<file path="config.mk">
export PLATFORM = sky130hd
export DESIGN_NAME = dsp_xor_imm_fault_int_multiply
export DESIGN_NICKNAME = d
export VERILOG_FILES = /design/src/common/dsp_exec_pkg.sv /design/src/common/mul_if.sv /design/src/core/dsp_xor_imm_fault_int_multiply.sv /design/src/core/int_multiply_unit.sv
export SDC_FILE = /design/constraint.sdc
export NUM_CORES = 1
export LEC_CHECK = 0
export ABC_AREA = 1
export BUFFER_PORTS_ARGS = -buffer_cell sky130_fd_sc_hd__buf_2
export CAP_MARGIN = 20
export CORE_ASPECT_RATIO = 0.7
export CORE_MARGIN = 1.5
export CORE_UTILIZATION = 38
export CTS_BUF_LIST = sky130_fd_sc_hd__clkbuf_16
export DETAILED_ROUTE_END_ITERATION = 6
export RECOVER_POWER = 25
export REMOVE_ABC_BUFFERS = 1
export SLEW_MARGIN = 20
export SYNTH_ARGS = -nofsm -noshare
export SYNTH_HDL_FRONTEND = slang
export SYNTH_SLANG_ARGS = --single-unit
</file>
<file path="constraint.sdc">
create_clock -name clk -period 6.09 [get_ports clk]
set_input_delay 1.5225 -clock clk [delete_from_list [all_inputs] [get_ports clk]]
set_output_delay 1.5225 -clock clk [all_outputs]
set_load 0.01 [all_outputs]
</file>
<file path="src/common/dsp_exec_pkg.sv">
// shared constants, field layouts and types of the execution block
package dsp_exec_pkg;
   // ==========================================================
   // status word bit positions
   localparam int SR_LF = 15; // loop active flag
   localparam int SR_PL_HIGH = 9; // priority level high bit
   localparam int SR_PL_LOW = 8; // priority level low bit
   localparam int SR_N = 3; // negative
   localparam int SR_Z = 2; // zero
   localparam int SR_V = 1; // overflow
   localparam int SR_C = 0; // carry
   localparam logic [15:0] SR_RESET = 16'h0000; // status word after reset
   // ==========================================================
   // destination codes of the any-register field
   localparam logic [4:0] DEST_STATUS_WORD = 5'h19; // status word
   localparam logic [4:0] DEST_HW_LOOP_STACK = 5'h1f; // hardware loop stack
   // ==========================================================
   // address forming for short forms
   localparam logic [9:0] SHORT_DATA_PAGE = 10'h000; // data page of 6-bit address
   localparam logic [9:0] SHORT_IO_PAGE = 10'h3ff; // peripheral page of 6-bit address
   localparam logic [15:0] RETURN_SKIP = 16'h0002; // second word after the fault op
   localparam logic [15:0] LC_STEP = 16'h0001; // loop counter decrement
   // ==========================================================
   // cycle counts, in clock cycles of the core clock
   localparam logic [1:0] XOR_PAD_CYCLES = 2'h2; // extra cycles of long forms
   localparam logic [1:0] FAULT_STEPS = 2'h3; // fault cycles after accept
   // ==========================================================
   // register bus byte offsets
   localparam logic [7:0] ADDR_STATUS_WORD = 8'h00;
   localparam logic [7:0] ADDR_LOOP_COUNTER = 8'h04;
   localparam logic [7:0] ADDR_ACC_A_LOW = 8'h08;
   localparam logic [7:0] ADDR_ACC_A_MID = 8'h0c;
   localparam logic [7:0] ADDR_ACC_A_EXT = 8'h10;
   localparam logic [7:0] ADDR_ACC_B_LOW = 8'h14;
   localparam logic [7:0] ADDR_ACC_B_MID = 8'h18;
   localparam logic [7:0] ADDR_ACC_B_EXT = 8'h1c;
   localparam logic [7:0] ADDR_INT_STATUS = 8'h20;
   localparam logic [7:0] ADDR_INT_MASK = 8'h24;
   localparam logic [7:0] ADDR_SAVED_PC = 8'h28;
   localparam logic [7:0] ADDR_SAVED_SR = 8'h2c;
   // ==========================================================
   // interrupt status bits
   localparam int EV_XOR_DONE = 0;
   localparam int EV_FAULT_TAKEN = 1;
   localparam int EV_MUL_OVERFLOW = 2;
   localparam int EV_REFUSED = 3;
   localparam int EV_COUNT = 4;
   // ==========================================================
   // operation, form and sequencer types
   typedef enum logic [1:0] {
      OP_NONE = 2'h0,
      OP_XOR_IMMEDIATE = 2'h1,
      OP_FORCED_FAULT = 2'h2,
      OP_INTEGER_MULTIPLY = 2'h3
   } op_t;
   typedef enum logic [2:0] {
      FORM_REGISTER = 3'h0,
      FORM_SHORT_DATA = 3'h1,
      FORM_SHORT_IO = 3'h2,
      FORM_INDEXED_R2 = 3'h3,
      FORM_INDEXED_SP = 3'h4,
      FORM_LONG = 3'h5
   } form_t;
   typedef enum logic [7:0] {
      ST_IDLE = 8'h01,
      ST_PAD = 8'h02,
      ST_READ = 8'h04,
      ST_MODIFY = 8'h08,
      ST_WRITE = 8'h10,
      ST_DEFER = 8'h20,
      ST_FAULT = 8'h40,
      ST_MUL = 8'h80
   } state_t;
endpackage

</file>
<file path="src/common/mul_if.sv">
// operands and result between sequencer and multiplier
interface mul_if;
   logic [15:0] op_a; // first signed source
   logic [15:0] op_b; // second signed source
   logic [15:0] result; // low word of product
   logic overflow; // product does not fit 16 bits
   modport unit (input op_a, input op_b, output result, output overflow);
   modport core (output op_a, output op_b, input result, input overflow);
endinterface

</file>
<file path="src/core/dsp_xor_imm_fault_int_multiply.sv">
// execution unit for xor-immediate, forced fault and integer multiply
// What this block does
// - xor immediate into destination, write back
// - destination read once, then written once
// - executed as bit-field change, immediate masks
// - carry set when all masked bits one
// - status destination: only masked bits complement
// - hardware loop stack destination refused
// - 6-bit short addresses; 4 or 6 cycles
// - forced fault starts illegal-instruction exception
// - fault sets both priority level bits
// - loop end plus interrupted: counter decremented twice
// - fault deferred until repeat completes
// - return address is fault address plus two
// - fault: one word, 4 cycles, flags kept
// - signed multiply, low word to middle
// - no rounding, result sign-extended upward
// - multiply sets negative, zero, overflow flags
// - six source pairs only, 2 cycles
//
// The register addresses and strobed register access were decided locally.
module dsp_xor_imm_fault_int_multiply (
   input wire logic clk,
   input wire logic rst_b,
   input wire logic clk_en,
   // issue port
   input wire logic issue_valid,
   output logic issue_ready,
   input wire logic [1:0] issue_op,
   input wire logic [2:0] issue_form,
   input wire logic [15:0] issue_imm,
   input wire logic [4:0] issue_dest,
   input wire logic [15:0] issue_addr,
   input wire logic [15:0] issue_pc,
   input wire logic [2:0] issue_pair,
   input wire logic issue_acc_b,
   input wire logic at_loop_last,
   input wire logic prev_interrupted,
   input wire logic repeat_active,
   output logic exec_done,
   // data-unit input registers
   input wire logic [15:0] du_x0,
   input wire logic [15:0] du_y0,
   input wire logic [15:0] du_y1,
   // data memory port
   output logic mem_rd,
   output logic mem_wr,
   output logic mem_io_space,
   output logic [15:0] mem_addr,
   output logic [15:0] mem_wdata,
   input wire logic [15:0] mem_rdata,
   // external register file port
   output logic dreg_rd,
   output logic dreg_wr,
   output logic [4:0] dreg_sel,
   output logic [15:0] dreg_wdata,
   input wire logic [15:0] dreg_rdata,
   // exception port
   output logic exc_vector_fetch,
   output logic [15:0] exc_return_addr,
   // register bus
   input wire logic [7:0] bus_addr,
   input wire logic [15:0] bus_wdata,
   input wire logic bus_wr,
   input wire logic bus_rd,
   output logic [15:0] bus_rdata,
   output logic irq
);
   // ==========================================================
   // declarations
   dsp_exec_pkg::state_t state_q; // sequencer state
   logic [1:0] cnt_q; // step counter inside a state
   logic [15:0] imm_q; // mask of the xor op
   logic [2:0] form_q; // addressing form
   logic [4:0] dest_q; // register destination
   logic [15:0] ea_q; // effective address
   logic io_q; // short peripheral form
   logic [15:0] wdata_q; // modified word
   logic carry_q; // all-masked-bits-one test
   logic [15:0] fault_pc_q; // address of the fault op
   logic la_q; // fault op at loop end
   logic twice_q; // second decrement needed
   logic acc_b_q; // multiply destination is b
   logic [15:0] status_word_q; // status word
   logic [15:0] loop_counter_q; // loop counter
   logic [35:0] acc_a_q; // accumulator a
   logic [35:0] acc_b_reg_q; // accumulator b
   logic [15:0] saved_pc_q; // return address
   logic [15:0] saved_sr_q; // status at exception entry
   logic [dsp_exec_pkg::EV_COUNT-1:0] int_status_q; // sticky events
   logic [dsp_exec_pkg::EV_COUNT-1:0] int_mask_q; // event enables
   logic [dsp_exec_pkg::EV_COUNT-1:0] ev_set; // events this cycle
   logic [15:0] bus_rdata_q; // read answer
   logic [15:0] op_a_q; // multiply source a
   logic [15:0] op_b_q; // multiply source b
   logic accept; // issue taken this cycle
   logic is_reg_form; // register destination
   logic is_sr_dest; // status word destination
   logic refuse; // issue dropped
   logic pair_ok; // legal multiply pairing
   logic [15:0] pair_a; // selected first source
   logic [15:0] pair_b; // selected second source
   logic [15:0] old_word; // destination before change
   logic xor_wr; // xor write-back cycle
   logic mul_wr; // multiply write-back cycle
   logic fault_save; // fault entry cycle
   logic lc_dec; // loop counter step
   logic [35:0] mul_acc; // new accumulator value
   logic [15:0] mul_flags; // status word after multiply
   logic bus_sr_wr; // software write to status word

   mul_if mif ();

   int_multiply_unit u_mul (
      .m(mif)
   );

   assign mif.op_a = op_a_q;
   assign mif.op_b = op_b_q;

   // ==========================================================
   // issue decode
   assign issue_ready = (state_q == dsp_exec_pkg::ST_IDLE);
   assign accept = issue_valid & issue_ready & clk_en;
   assign is_reg_form = (issue_form == dsp_exec_pkg::FORM_REGISTER);
   assign is_sr_dest = (dest_q == dsp_exec_pkg::DEST_STATUS_WORD) &
                       (form_q == dsp_exec_pkg::FORM_REGISTER);

   // fixed source pairings of the multiply
   always_comb
   begin
      pair_ok = 1'b1;
      pair_a = du_y1;
      pair_b = du_x0;
      case (issue_pair)
         3'h0: begin pair_a = du_y1; pair_b = du_x0; end
         3'h1: begin pair_a = du_y0; pair_b = du_x0; end
         3'h2: begin pair_a = du_y1; pair_b = du_y0; end
         3'h3: begin pair_a = du_y0; pair_b = du_y0; end
         3'h4: begin pair_a = acc_a_q[31:16]; pair_b = du_y0; end
         3'h5: begin pair_a = acc_b_reg_q[31:16]; pair_b = du_y1; end
         default: pair_ok = 1'b0;
      endcase
   end

   // illegal destinations and pairings are dropped with an event
   always_comb
   begin
      refuse = 1'b0;
      case (issue_op)
         dsp_exec_pkg::OP_XOR_IMMEDIATE:
            refuse = is_reg_form & (issue_dest == dsp_exec_pkg::DEST_HW_LOOP_STACK);
         dsp_exec_pkg::OP_INTEGER_MULTIPLY:
            refuse = ~pair_ok;
         dsp_exec_pkg::OP_FORCED_FAULT:
            refuse = 1'b0;
         default:
            refuse = 1'b1; // no operation code
      endcase
   end

   // ==========================================================
   // sequencer
   // long and indexed forms spend two pad cycles on address forming
   always_ff @(posedge clk or negedge rst_b)
   begin
      if (!rst_b)
      begin
         state_q <= dsp_exec_pkg::ST_IDLE;
         cnt_q <= 2'h0;
      end
      else if (clk_en)
      begin
         case (state_q)
            dsp_exec_pkg::ST_IDLE:
               if (accept & ~refuse)
               begin
                  case (issue_op)
                     dsp_exec_pkg::OP_XOR_IMMEDIATE:
                        if (issue_form >= dsp_exec_pkg::FORM_INDEXED_R2)
                        begin
                           state_q <= dsp_exec_pkg::ST_PAD;
                           cnt_q <= dsp_exec_pkg::XOR_PAD_CYCLES;
                        end
                        else
                           state_q <= dsp_exec_pkg::ST_READ;
                     dsp_exec_pkg::OP_FORCED_FAULT:
                        if (repeat_active)
                           state_q <= dsp_exec_pkg::ST_DEFER;
                        else
                        begin
                           state_q <= dsp_exec_pkg::ST_FAULT;
                           cnt_q <= dsp_exec_pkg::FAULT_STEPS;
                        end
                     default:
                        state_q <= dsp_exec_pkg::ST_MUL;
                  endcase
               end
            dsp_exec_pkg::ST_PAD:
            begin
               cnt_q <= cnt_q - 2'h1;
               if (cnt_q == 2'h1)
                  state_q <= dsp_exec_pkg::ST_READ;
            end
            dsp_exec_pkg::ST_READ:
               state_q <= dsp_exec_pkg::ST_MODIFY;
            dsp_exec_pkg::ST_MODIFY:
               state_q <= dsp_exec_pkg::ST_WRITE;
            dsp_exec_pkg::ST_WRITE:
               state_q <= dsp_exec_pkg::ST_IDLE;
            dsp_exec_pkg::ST_DEFER:
               // repeat is uninterruptible: wait for it to end
               if (!repeat_active)
               begin
                  state_q <= dsp_exec_pkg::ST_FAULT;
                  cnt_q <= dsp_exec_pkg::FAULT_STEPS;
               end
            dsp_exec_pkg::ST_FAULT:
            begin
               cnt_q <= cnt_q - 2'h1;
               if (cnt_q == 2'h1)
                  state_q <= dsp_exec_pkg::ST_IDLE;
            end
            dsp_exec_pkg::ST_MUL:
               state_q <= dsp_exec_pkg::ST_IDLE;
            default:
               state_q <= dsp_exec_pkg::ST_IDLE;
         endcase
      end
   end

   // ==========================================================
   // captured context of the accepted op
   always_ff @(posedge clk or negedge rst_b)
   begin
      if (!rst_b)
      begin
         imm_q <= 16'h0000;
         form_q <= 3'h0;
         dest_q <= 5'h00;
         ea_q <= 16'h0000;
         io_q <= 1'b0;
         fault_pc_q <= 16'h0000;
         la_q <= 1'b0;
         twice_q <= 1'b0;
         acc_b_q <= 1'b0;
         op_a_q <= 16'h0000;
         op_b_q <= 16'h0000;
      end
      else if (accept & ~refuse)
      begin
         imm_q <= issue_imm;
         form_q <= issue_form;
         dest_q <= issue_dest;
         io_q <= (issue_form == dsp_exec_pkg::FORM_SHORT_IO);
         // short forms carry only six address bits
         case (issue_form)
            dsp_exec_pkg::FORM_SHORT_DATA:
               ea_q <= {dsp_exec_pkg::SHORT_DATA_PAGE, issue_addr[5:0]};
            dsp_exec_pkg::FORM_SHORT_IO:
               ea_q <= {dsp_exec_pkg::SHORT_IO_PAGE, issue_addr[5:0]};
            default:
               ea_q <= issue_addr;
         endcase
         fault_pc_q <= issue_pc;
         la_q <= at_loop_last;
         twice_q <= at_loop_last & prev_interrupted;
         acc_b_q <= issue_acc_b;
         op_a_q <= pair_a;
         op_b_q <= pair_b;
      end
   end

   // ==========================================================
   // bit-field change datapath
   assign old_word = is_sr_dest ? status_word_q :
                     (form_q == dsp_exec_pkg::FORM_REGISTER) ? dreg_rdata : mem_rdata;

   // the read answer stands one cycle after the read strobe
   always_ff @(posedge clk or negedge rst_b)
   begin
      if (!rst_b)
      begin
         wdata_q <= 16'h0000;
         carry_q <= 1'b0;
      end
      else if (clk_en && state_q == dsp_exec_pkg::ST_MODIFY)
      begin
         wdata_q <= old_word ^ imm_q;
         carry_q <= &(old_word | ~imm_q);
      end
   end

   // strobes of the two destination accesses
   assign mem_rd = clk_en & (state_q == dsp_exec_pkg::ST_READ) &
                   (form_q != dsp_exec_pkg::FORM_REGISTER);
   assign mem_wr = clk_en & (state_q == dsp_exec_pkg::ST_WRITE) &
                   (form_q != dsp_exec_pkg::FORM_REGISTER);
   assign dreg_rd = clk_en & (state_q == dsp_exec_pkg::ST_READ) &
                    (form_q == dsp_exec_pkg::FORM_REGISTER) & ~is_sr_dest;
   assign dreg_wr = clk_en & (state_q == dsp_exec_pkg::ST_WRITE) &
                    (form_q == dsp_exec_pkg::FORM_REGISTER) & ~is_sr_dest;
   assign mem_io_space = io_q;
   assign mem_addr = ea_q;
   assign mem_wdata = wdata_q;
   assign dreg_sel = dest_q;
   assign dreg_wdata = wdata_q;

   assign xor_wr = clk_en & (state_q == dsp_exec_pkg::ST_WRITE);
   assign mul_wr = clk_en & (state_q == dsp_exec_pkg::ST_MUL);
   assign fault_save = clk_en & (state_q == dsp_exec_pkg::ST_FAULT) &
                       (cnt_q == dsp_exec_pkg::FAULT_STEPS);
   assign exec_done = xor_wr | mul_wr |
                      (clk_en & (state_q == dsp_exec_pkg::ST_FAULT) & (cnt_q == 2'h1));
   // vector fetched only after state was saved
   assign exc_vector_fetch = clk_en & (state_q == dsp_exec_pkg::ST_FAULT) &
                             (cnt_q == 2'h1);
   assign exc_return_addr = saved_pc_q;

   // ==========================================================
   // multiply result and flags
   always_comb
   begin
      mul_acc = acc_b_q ? acc_b_reg_q : acc_a_q;
      mul_acc[35:16] = {{4{mif.result[15]}}, mif.result};
      mul_flags = status_word_q;
      mul_flags[dsp_exec_pkg::SR_N] = mul_acc[35];
      mul_flags[dsp_exec_pkg::SR_Z] = ~(|mul_acc[35:16]);
      mul_flags[dsp_exec_pkg::SR_V] = mif.overflow;
   end

   // accumulators: low word is never touched by the multiply
   always_ff @(posedge clk or negedge rst_b)
   begin
      if (!rst_b)
      begin
         acc_a_q <= 36'h000000000;
         acc_b_reg_q <= 36'h000000000;
      end
      else if (mul_wr)
      begin
         if (acc_b_q)
            acc_b_reg_q <= mul_acc;
         else
            acc_a_q <= mul_acc;
      end
   end

   // ==========================================================
   // status word; core updates win over a software write
   assign bus_sr_wr = bus_wr & (bus_addr == dsp_exec_pkg::ADDR_STATUS_WORD);

   always_ff @(posedge clk or negedge rst_b)
   begin
      if (!rst_b)
         status_word_q <= dsp_exec_pkg::SR_RESET;
      else if (clk_en)
      begin
         if (xor_wr & is_sr_dest)
            status_word_q <= status_word_q ^ imm_q;
         else if (xor_wr)
            status_word_q[dsp_exec_pkg::SR_C] <= carry_q;
         else if (mul_wr)
            status_word_q <= mul_flags;
         else if (fault_save)
         begin
            // only the priority bits change, flags stay
            status_word_q[dsp_exec_pkg::SR_PL_HIGH] <= 1'b1;
            status_word_q[dsp_exec_pkg::SR_PL_LOW] <= 1'b1;
         end
         else if (bus_sr_wr)
            status_word_q <= bus_wdata;
      end
   end

   // ==========================================================
   // exception entry: return point and status saved first
   always_ff @(posedge clk or negedge rst_b)
   begin
      if (!rst_b)
      begin
         saved_pc_q <= 16'h0000;
         saved_sr_q <= 16'h0000;
      end
      else if (fault_save)
      begin
         saved_pc_q <= fault_pc_q + dsp_exec_pkg::RETURN_SKIP;
         saved_sr_q <= status_word_q;
      end
   end

   // ==========================================================
   // loop counter: one step at loop end, a second when interrupted
   assign lc_dec = clk_en & (state_q == dsp_exec_pkg::ST_FAULT) &
                   (((cnt_q == 2'h2) & la_q) | ((cnt_q == 2'h1) & twice_q));

   always_ff @(posedge clk or negedge rst_b)
   begin
      if (!rst_b)
         loop_counter_q <= 16'h0000;
      else if (lc_dec)
         loop_counter_q <= loop_counter_q - dsp_exec_pkg::LC_STEP;
      else if (clk_en && bus_wr && bus_addr == dsp_exec_pkg::ADDR_LOOP_COUNTER)
         loop_counter_q <= bus_wdata;
   end

   // ==========================================================
   // interrupt events, sticky, write one to clear, set wins
   always_comb
   begin
      ev_set = '0;
      ev_set[dsp_exec_pkg::EV_XOR_DONE] = xor_wr;
      ev_set[dsp_exec_pkg::EV_FAULT_TAKEN] = fault_save;
      ev_set[dsp_exec_pkg::EV_MUL_OVERFLOW] = mul_wr & mif.overflow;
      ev_set[dsp_exec_pkg::EV_REFUSED] = accept & refuse;
   end

   always_ff @(posedge clk or negedge rst_b)
   begin
      if (!rst_b)
      begin
         int_status_q <= '0;
         int_mask_q <= '0;
      end
      else if (clk_en)
      begin
         if (bus_wr && bus_addr == dsp_exec_pkg::ADDR_INT_STATUS)
            int_status_q <= (int_status_q & ~bus_wdata[dsp_exec_pkg::EV_COUNT-1:0]) | ev_set;
         else
            int_status_q <= int_status_q | ev_set;
         if (bus_wr && bus_addr == dsp_exec_pkg::ADDR_INT_MASK)
            int_mask_q <= bus_wdata[dsp_exec_pkg::EV_COUNT-1:0];
      end
   end

   assign irq = |(int_status_q & int_mask_q);

   // ==========================================================
   // register reads; unmapped offsets answer zero
   always_ff @(posedge clk or negedge rst_b)
   begin
      if (!rst_b)
         bus_rdata_q <= 16'h0000;
      else if (clk_en)
      begin
         bus_rdata_q <= 16'h0000;
         if (bus_rd)
         begin
            case (bus_addr)
               dsp_exec_pkg::ADDR_STATUS_WORD: bus_rdata_q <= status_word_q;
               dsp_exec_pkg::ADDR_LOOP_COUNTER: bus_rdata_q <= loop_counter_q;
               dsp_exec_pkg::ADDR_ACC_A_LOW: bus_rdata_q <= acc_a_q[15:0];
               dsp_exec_pkg::ADDR_ACC_A_MID: bus_rdata_q <= acc_a_q[31:16];
               dsp_exec_pkg::ADDR_ACC_A_EXT: bus_rdata_q <= {12'h000, acc_a_q[35:32]};
               dsp_exec_pkg::ADDR_ACC_B_LOW: bus_rdata_q <= acc_b_reg_q[15:0];
               dsp_exec_pkg::ADDR_ACC_B_MID: bus_rdata_q <= acc_b_reg_q[31:16];
               dsp_exec_pkg::ADDR_ACC_B_EXT: bus_rdata_q <= {12'h000, acc_b_reg_q[35:32]};
               dsp_exec_pkg::ADDR_INT_STATUS: bus_rdata_q <= {12'h000, int_status_q};
               dsp_exec_pkg::ADDR_INT_MASK: bus_rdata_q <= {12'h000, int_mask_q};
               dsp_exec_pkg::ADDR_SAVED_PC: bus_rdata_q <= saved_pc_q;
               dsp_exec_pkg::ADDR_SAVED_SR: bus_rdata_q <= saved_sr_q;
               default: bus_rdata_q <= 16'h0000;
            endcase
         end
      end
   end

   assign bus_rdata = bus_rdata_q;
endmodule // dsp_xor_imm_fault_int_multiply

</file>
<file path="src/core/int_multiply_unit.sv">
// 16x16 signed integer multiplier with 16-bit result
module int_multiply_unit (
   mul_if.unit m
);
   // ==========================================================
   // product
   logic signed [31:0] product; // full signed product
   logic [16:0] top_bits; // bits that must match the sign of the result

   // signed multiply, no rounding and no saturation
   always_comb
   begin
      product = $signed(m.op_a) * $signed(m.op_b);
      top_bits = product[31:15];
   end

   assign m.result = product[15:0];
   // overflow when upper bits are not a pure sign extension
   assign m.overflow = ~((&top_bits) | ~(|top_bits));
endmodule // int_multiply_unit

</file>
== Yosys cells after proc, flatten, opt, wreduce, memory -nomap -nowiden ==
Index checks and enable logic that the tools add are counted.
Word-level totals
  word-level logic and storage cells: 191
  output and inout port bits: 94
  register bits after elaboration: 271
  bits of input ports: 175
Operators by class
  multiplexer cells: 34
  order comparisons: 1
  multiply operators: 1
  equal/unequal tests: 46
  add/subtract/negate cells: 3
  reductions and logical operators: 34
  bitwise logic cells: 45
Operators by type and width (count)
  $pmux 16 s12: 1
  $mux 16: 9
  $pmux 16 s2: 2
  $pmux 16 s3: 1
  $pmux 8 s6: 1
  $eq 8x5->1 const B: 5
  $eq 8x6->1 const B: 5
  $mux 8: 5
  $mul 16x16->32: 1
  $xor 16x16->16: 2
  $and 1x1->1: 25
  $eq 8x4->1 const B: 3
  $reduce_and 17->1: 1
  $reduce_or 17->1: 1
  $add 16x2->16 const B: 1
  $eq 8x3->1 const B: 2
  $not 16->16: 1
  $or 16x16->16: 1
  $pmux 8 s2: 1
  $reduce_and 16->1: 1
  $reduce_or 16->1: 1
  $sub 16x1->16 const B: 1
  $mux 15: 1
  $reduce_and 5->1: 3
  42 further kinds: 89

== Longest topological paths before layout ==
  depth in word-level cells: 9
  gate-level depth with buffers: 34
  mapped depth without buffers: 32

== By module ==
A second synthesis with hierarchy kept.
Second synthesis, totals
  cell total of the unflattened synthesis: 3365
  area, all modules: 25235.5 um^2
By module, submodules not included
  dsp_xor_imm_fault_int_multiply: instances 1, seq. area each 6782.8 um^2, area each 14518.9 um^2, cells each 1970
  int_multiply_unit: instances 1, seq. area each 0.0 um^2, area each 10716.5 um^2, cells each 1395

== Worst setup path after synthesis ==
OpenSTA, ideal clock, no wires.
  path type: register to register
  start point: register op_a_q[15] (netlist: mif.op_a[15])
  end point: register status_word_q[1]
  setup slack: 225 ps
  required time: 5961 ps
  setup time: 129 ps
  arrival: 5737 ps
  buffers on the path: 2
  period minus slack after synthesis: 5865 ps
  cell stages (with the launch flop): 26
  path through: dfrtp_1 > clkbuf_1 > clkbuf_1 > nand2_1 > inv_1 > fa_1 > fa_1 > inv_1 > fa_1 > fa_1 > fa_1 > fa_1 > inv_1 > ha_1 > nand2_1 > nor2_1 > inv_1 > nor2_1 > nand4_1 > nand3_1 > xor2_1 > nand3_1 > nor2_1 > nand3_1 > nand3_1 > a21oi_1
Between the ends
  word-level cells in the longest chain between the ends: 8
  elaborated cells on any way between the ends: 9
  classes of those cells: mul (1); mux (3); bitwise (3); reduce/logical (2)
RTL lines
  from (decl): RTL line dsp_xor_imm_fault_int_multiply.sv:94  | logic [15:0] op_a_q;
  from (signal assigned): RTL line dsp_xor_imm_fault_int_multiply.sv:269  | op_a_q <= pair_a;
  $mul 16x16->32 (*): RTL line int_multiply_unit.sv:13  | product = $signed(m.op_a) * $signed(m.op_b);
  $reduce_or 17->1: RTL line int_multiply_unit.sv:19  | assign m.overflow = ~((&top_bits) | ~(|top_bits));
  $not 1->1: RTL line int_multiply_unit.sv:19
  $or 1x1->1 (*): RTL line int_multiply_unit.sv:19
  $not 1->1 (*): RTL line int_multiply_unit.sv:19
  $mux 16 (*): RTL line dsp_xor_imm_fault_int_multiply.sv:363  | else if (mul_wr)
  $mux 15 (*): RTL line dsp_xor_imm_fault_int_multiply.sv:361  | else if (xor_wr)
  $mux 16 (*): RTL line dsp_xor_imm_fault_int_multiply.sv:359  | if (xor_wr & is_sr_dest)
  to (signal assigned): RTL line dsp_xor_imm_fault_int_multiply.sv:360  | status_word_q <= status_word_q ^ imm_q;
  to (signal, indexed assignment): RTL line dsp_xor_imm_fault_int_multiply.sv:362  | status_word_q[dsp_exec_pkg::SR_C] <= carry_q;
  to (signal assigned): RTL line dsp_xor_imm_fault_int_multiply.sv:364  | status_word_q <= mul_flags;
  to (decl): RTL line dsp_xor_imm_fault_int_multiply.sv:84  | logic [15:0] status_word_q;
Mark *: on every way between the ends. The rest lies on a longest branch, timed or not. The select of a mux whose other input is x is not followed.
A chain may end at the register's enable or synchronous reset.

== Worst setup path in the final report ==
  start point: register op_b_q[15] (netlist: mif.op_b[15])
  end point: register status_word_q[1]
Between the ends
  word-level cells in the longest chain between the ends: 8
  elaborated cells on any way between the ends: 9
  classes of those cells: mul (1); mux (3); bitwise (3); reduce/logical (2)
RTL lines
  from (decl): RTL line dsp_xor_imm_fault_int_multiply.sv:95  | logic [15:0] op_b_q;
  from (signal assigned): RTL line dsp_xor_imm_fault_int_multiply.sv:270  | op_b_q <= pair_b;
  $mul 16x16->32 (*): RTL line int_multiply_unit.sv:13
  $reduce_or 17->1: RTL line int_multiply_unit.sv:19
  $not 1->1: RTL line int_multiply_unit.sv:19
  $or 1x1->1 (*): RTL line int_multiply_unit.sv:19
  $not 1->1 (*): RTL line int_multiply_unit.sv:19
  $mux 16 (*): RTL line dsp_xor_imm_fault_int_multiply.sv:363
  $mux 15 (*): RTL line dsp_xor_imm_fault_int_multiply.sv:361
  $mux 16 (*): RTL line dsp_xor_imm_fault_int_multiply.sv:359
Marked as above.

==> key figures <==
Status
  – Status: complete, but fails checks
  – Failing checks: capacitance limit, slew limit

Layout
  – Area taken by multi-input logic gates: 0.0149 mm^2
  – Fin area: 0.0287 mm^2
  – Util after Layout: 46.4%
  – Nets: 3832
  – Share of layout cells above drive strength 1: 20.7%
  – Fillers: 6130
  – FF/Latch Area: 0.00681 mm^2
  – Synthesis-to-finish area growth: 20.2%

Critical path
  – Required @ worst endpoint: 6.51 ns
  – Max incr delay on CP: 0.52 ns
  – Reg2reg start: mif.op_b[15]
  – R2R Setup Slk: 0.18 ns
  – Critical path launch point type: flip-flop
  – Worst r2r dst: status_word_q[1]
  – Most frequent CP cell: fa_1
  – Worst reg2reg path depth: 25
  – Critical path's slowest cell: fa_1
  – Max Fanout on Critical Path: 10
  – Crit Path Class: reg -> reg
  – Worst EP arrival: 6.33 ns
  – Worst setup EP type: flip-flop

CTS
  – Clock slew at reported path FFs: 0.09 ns
  – H-tree levels: 1
  – Hold-fix buffers, CTS: 0
  – Clock Latency Late Sink: 0.60 ns
  – Clock root buffer: clkbuf_16
  – TritonCTS Buffers: 28
  – Max Root-Sink Buffers: 3
  – TritonCTS Sinks: 271
  – CTS tree: yes

STA
  – RSZ-0062 raised after global routing: true
  – Clock skew: 0.0531 ns
  – Headroom to the max-slew limit: -193%
  – Final setup violation count: 0
  – F_max: 169 MHz
  – Fin. Hold Viols: 0
  – Period utilization: 97.0%
  – Final Max Slew Viols: 91
  – Slew of the pin with the lowest slew margin: 4.39 ns
  – Clock period minus worst slack: 5.91 ns
  – Worst setup margin: 0.184 ns

Synthesis
  – Mapped Area: 0.0239 mm^2
  – Synthesized area per cell: 8.02 um^2
  – Synth warn: 0
  – EDFF count, synth: 0
  – Unique cell type count in the Yosys netlist: 51
  – Async SR Flop Fraction: 100%
  – Post-Syn Instances: 2983
  – #FFs+latches synth: 271
  – Sequential fraction of the synthesis area: 28.4%
  – Yosys top cell by area: dfrtp_1
  – Main area contributors after synthesis: dfrtp_1, fa_1, nand2_1
  – Dominant synthesized flop cell: dfrtp_1
  – Top cells by count, synth: nand2_1, inv_1, dfrtp_1
  – Most numerous cell in the Yosys netlist: nand2_1
  – Yosys top cell area share: 28.3%

Global routing
  – Largest net degree at the start of global routing: 92
  – Vias in the first global route: 20200
  – Gr ovfl total: 0
  – Total Routing Usage GR: 24.0%
  – Initial antenna violation count: 3
  – Global-route wire length before repair: 119 mm

Worst hold path
  – Worst hold-check path type: reg -> reg
  – Hold path startpoint: acc_a_q[1]
  – Hold Path Depth: 0
  – WHS Endpoint: acc_a_q[1]

Floorplan
  – Starting Density: 38.6%
  – Num ports: 269
  – Die height: 213 um
  – Core Footprint: 0.0619 mm^2
  – Die area: 0.0645 mm^2
  – Die X: 303 um
  – Num rows: 76

Drt
  – Vias: 20800
  – First-pass iteration count of the detailed router: 6
  – WL final: 76.4 mm
  – Vias/cell: 5.03
  – DR WL/cell: 18.5 um
  – Residual DRC: 0
  – Drt initial violations: 1888
  – ANT nets after route: 0

Placement
  – RePlAce Congestion: 0.962
  – Placed inst area: 0.0270 mm^2
  – PortBufs: 268
  – Hpwl dp: 62.4 mm
  – Pre-CTS setup slack: -0.0261 ns

Flow run
  – # Max-Cap Violations: 1
state kept, by name (all words and copies together) (netlist names), 4 cells and up:
name             cells
acc_a_q             32
acc_b_reg_q         32
bus_rdata           16
dreg_sel             5
dreg_wdata          16
exc_return_addr     16
fault_pc_q          16
imm_q               16
int_mask_q           4
int_status_q         4
loop_counter_q      16
mem_addr            16
mif.op_a            16
mif.op_b            16
saved_sr_q          16
state_q              8
status_word_q       16
cells in the final DEF (no fill, tap or decap), types with 15 or more instances in the layout:
cell type and instances:
nand2_1 695, clkbuf_16 28, a21oi_1 60, inv_2 21, fa_2 18, a221oi_1 41, a31oi_1 16, o22ai_1 26
buf_4 151, inv_1 552, nand4_1 29, dfrtp_1 251, o21ai_0 209, fa_1 244, xnor2_1 17, nor3_1 21
nand3_1 69, ha_1 90, xor2_1 31, buf_2 267, ha_4 15, a21oi_2 17, buf_12 20, a22o_1 15
nand2_2 28, a22oi_1 25, nor2_1 165, dfrtp_2 19
critical path: cells and delay by family, from the launching register on:
kind                     cells  cell delay, ns
flip-flops                   1            0.42
AO/OA/AOI/OAI                1            0.05
adder cells (fa/ha/maj)      7            3.13
buffers and inverters        6            0.77
AND/OR/NAND/NOR             11            1.36
kinds of logic after synthesis:
logic type / share of synthesized area, %
AND/OR/NAND/NOR: 18.9
buffers and inverters: 12.1
AO/OA/AOI/OAI: 11.3
adder cells (fa/ha/maj): 27.5
flip-flops: 28.4
XOR/XNOR: 1.87
worst max-delay path by stage:
stage	slack (ns)	end	cells after the start	from
5_1_grt	-0.08	status_word_q[1]	29	mif.op_b[4]
6_report	0.18	status_word_q[1]	25	mif.op_b[15]
2_1_floorplan	0.45	status_word_q[1]	23	mif.op_a[15]
3_5_place_dp	-0.03	status_word_q[1]	26	mif.op_b[1]
4_1_cts	0.0007	status_word_q[1]	25	mif.op_a[15]
3_3_place_gp	-0.07	status_word_q[1]	25	mif.op_b[5]
metal layers:
metal / track usage (%) / vias up / wire [um]
met5: 1.15 / - / 97
met1: 38.2 / 10000 / 37300
met2: 30.7 / 810 / 28800
li1: - / 9876 / -
met3: 8.16 / 71 / 9080
met4: 3.89 / 2 / 1080
cell type report:
type                    count  share of cell area [%]
well taps                 819                    3.56
inverters                 576                    7.55
multi-input cells        1963                    51.8
clock buffers              28                    2.44
diodes                      3                  0.0261
flip-flops and latches    271                    23.7
clock inverters            24                   0.592
repair buffers            448                    10.4
stage by stage:
step	cells	setup TNS, ns	hold slack [ns]
final	4132	0	0.377
after global routing	4132	-0.142	0.386
after CTS	4108	0	0.381
after detailed placement	4055	-0.0325	0.366
after global placement	4055	-0.161	0.365
after floorplan	2810	0	0.354
what timing repair did:
item / CTS / global route
gates resized for setup: 20 / 175
pin swaps: 2 / 72
buffers inserted: 1 / 21
endpoints found under the setup margin: 3 / 3
Power is left out: the tool's default activity adds up to more than one toggle a clock period on the data nets, which glitch-free logic cannot reach.
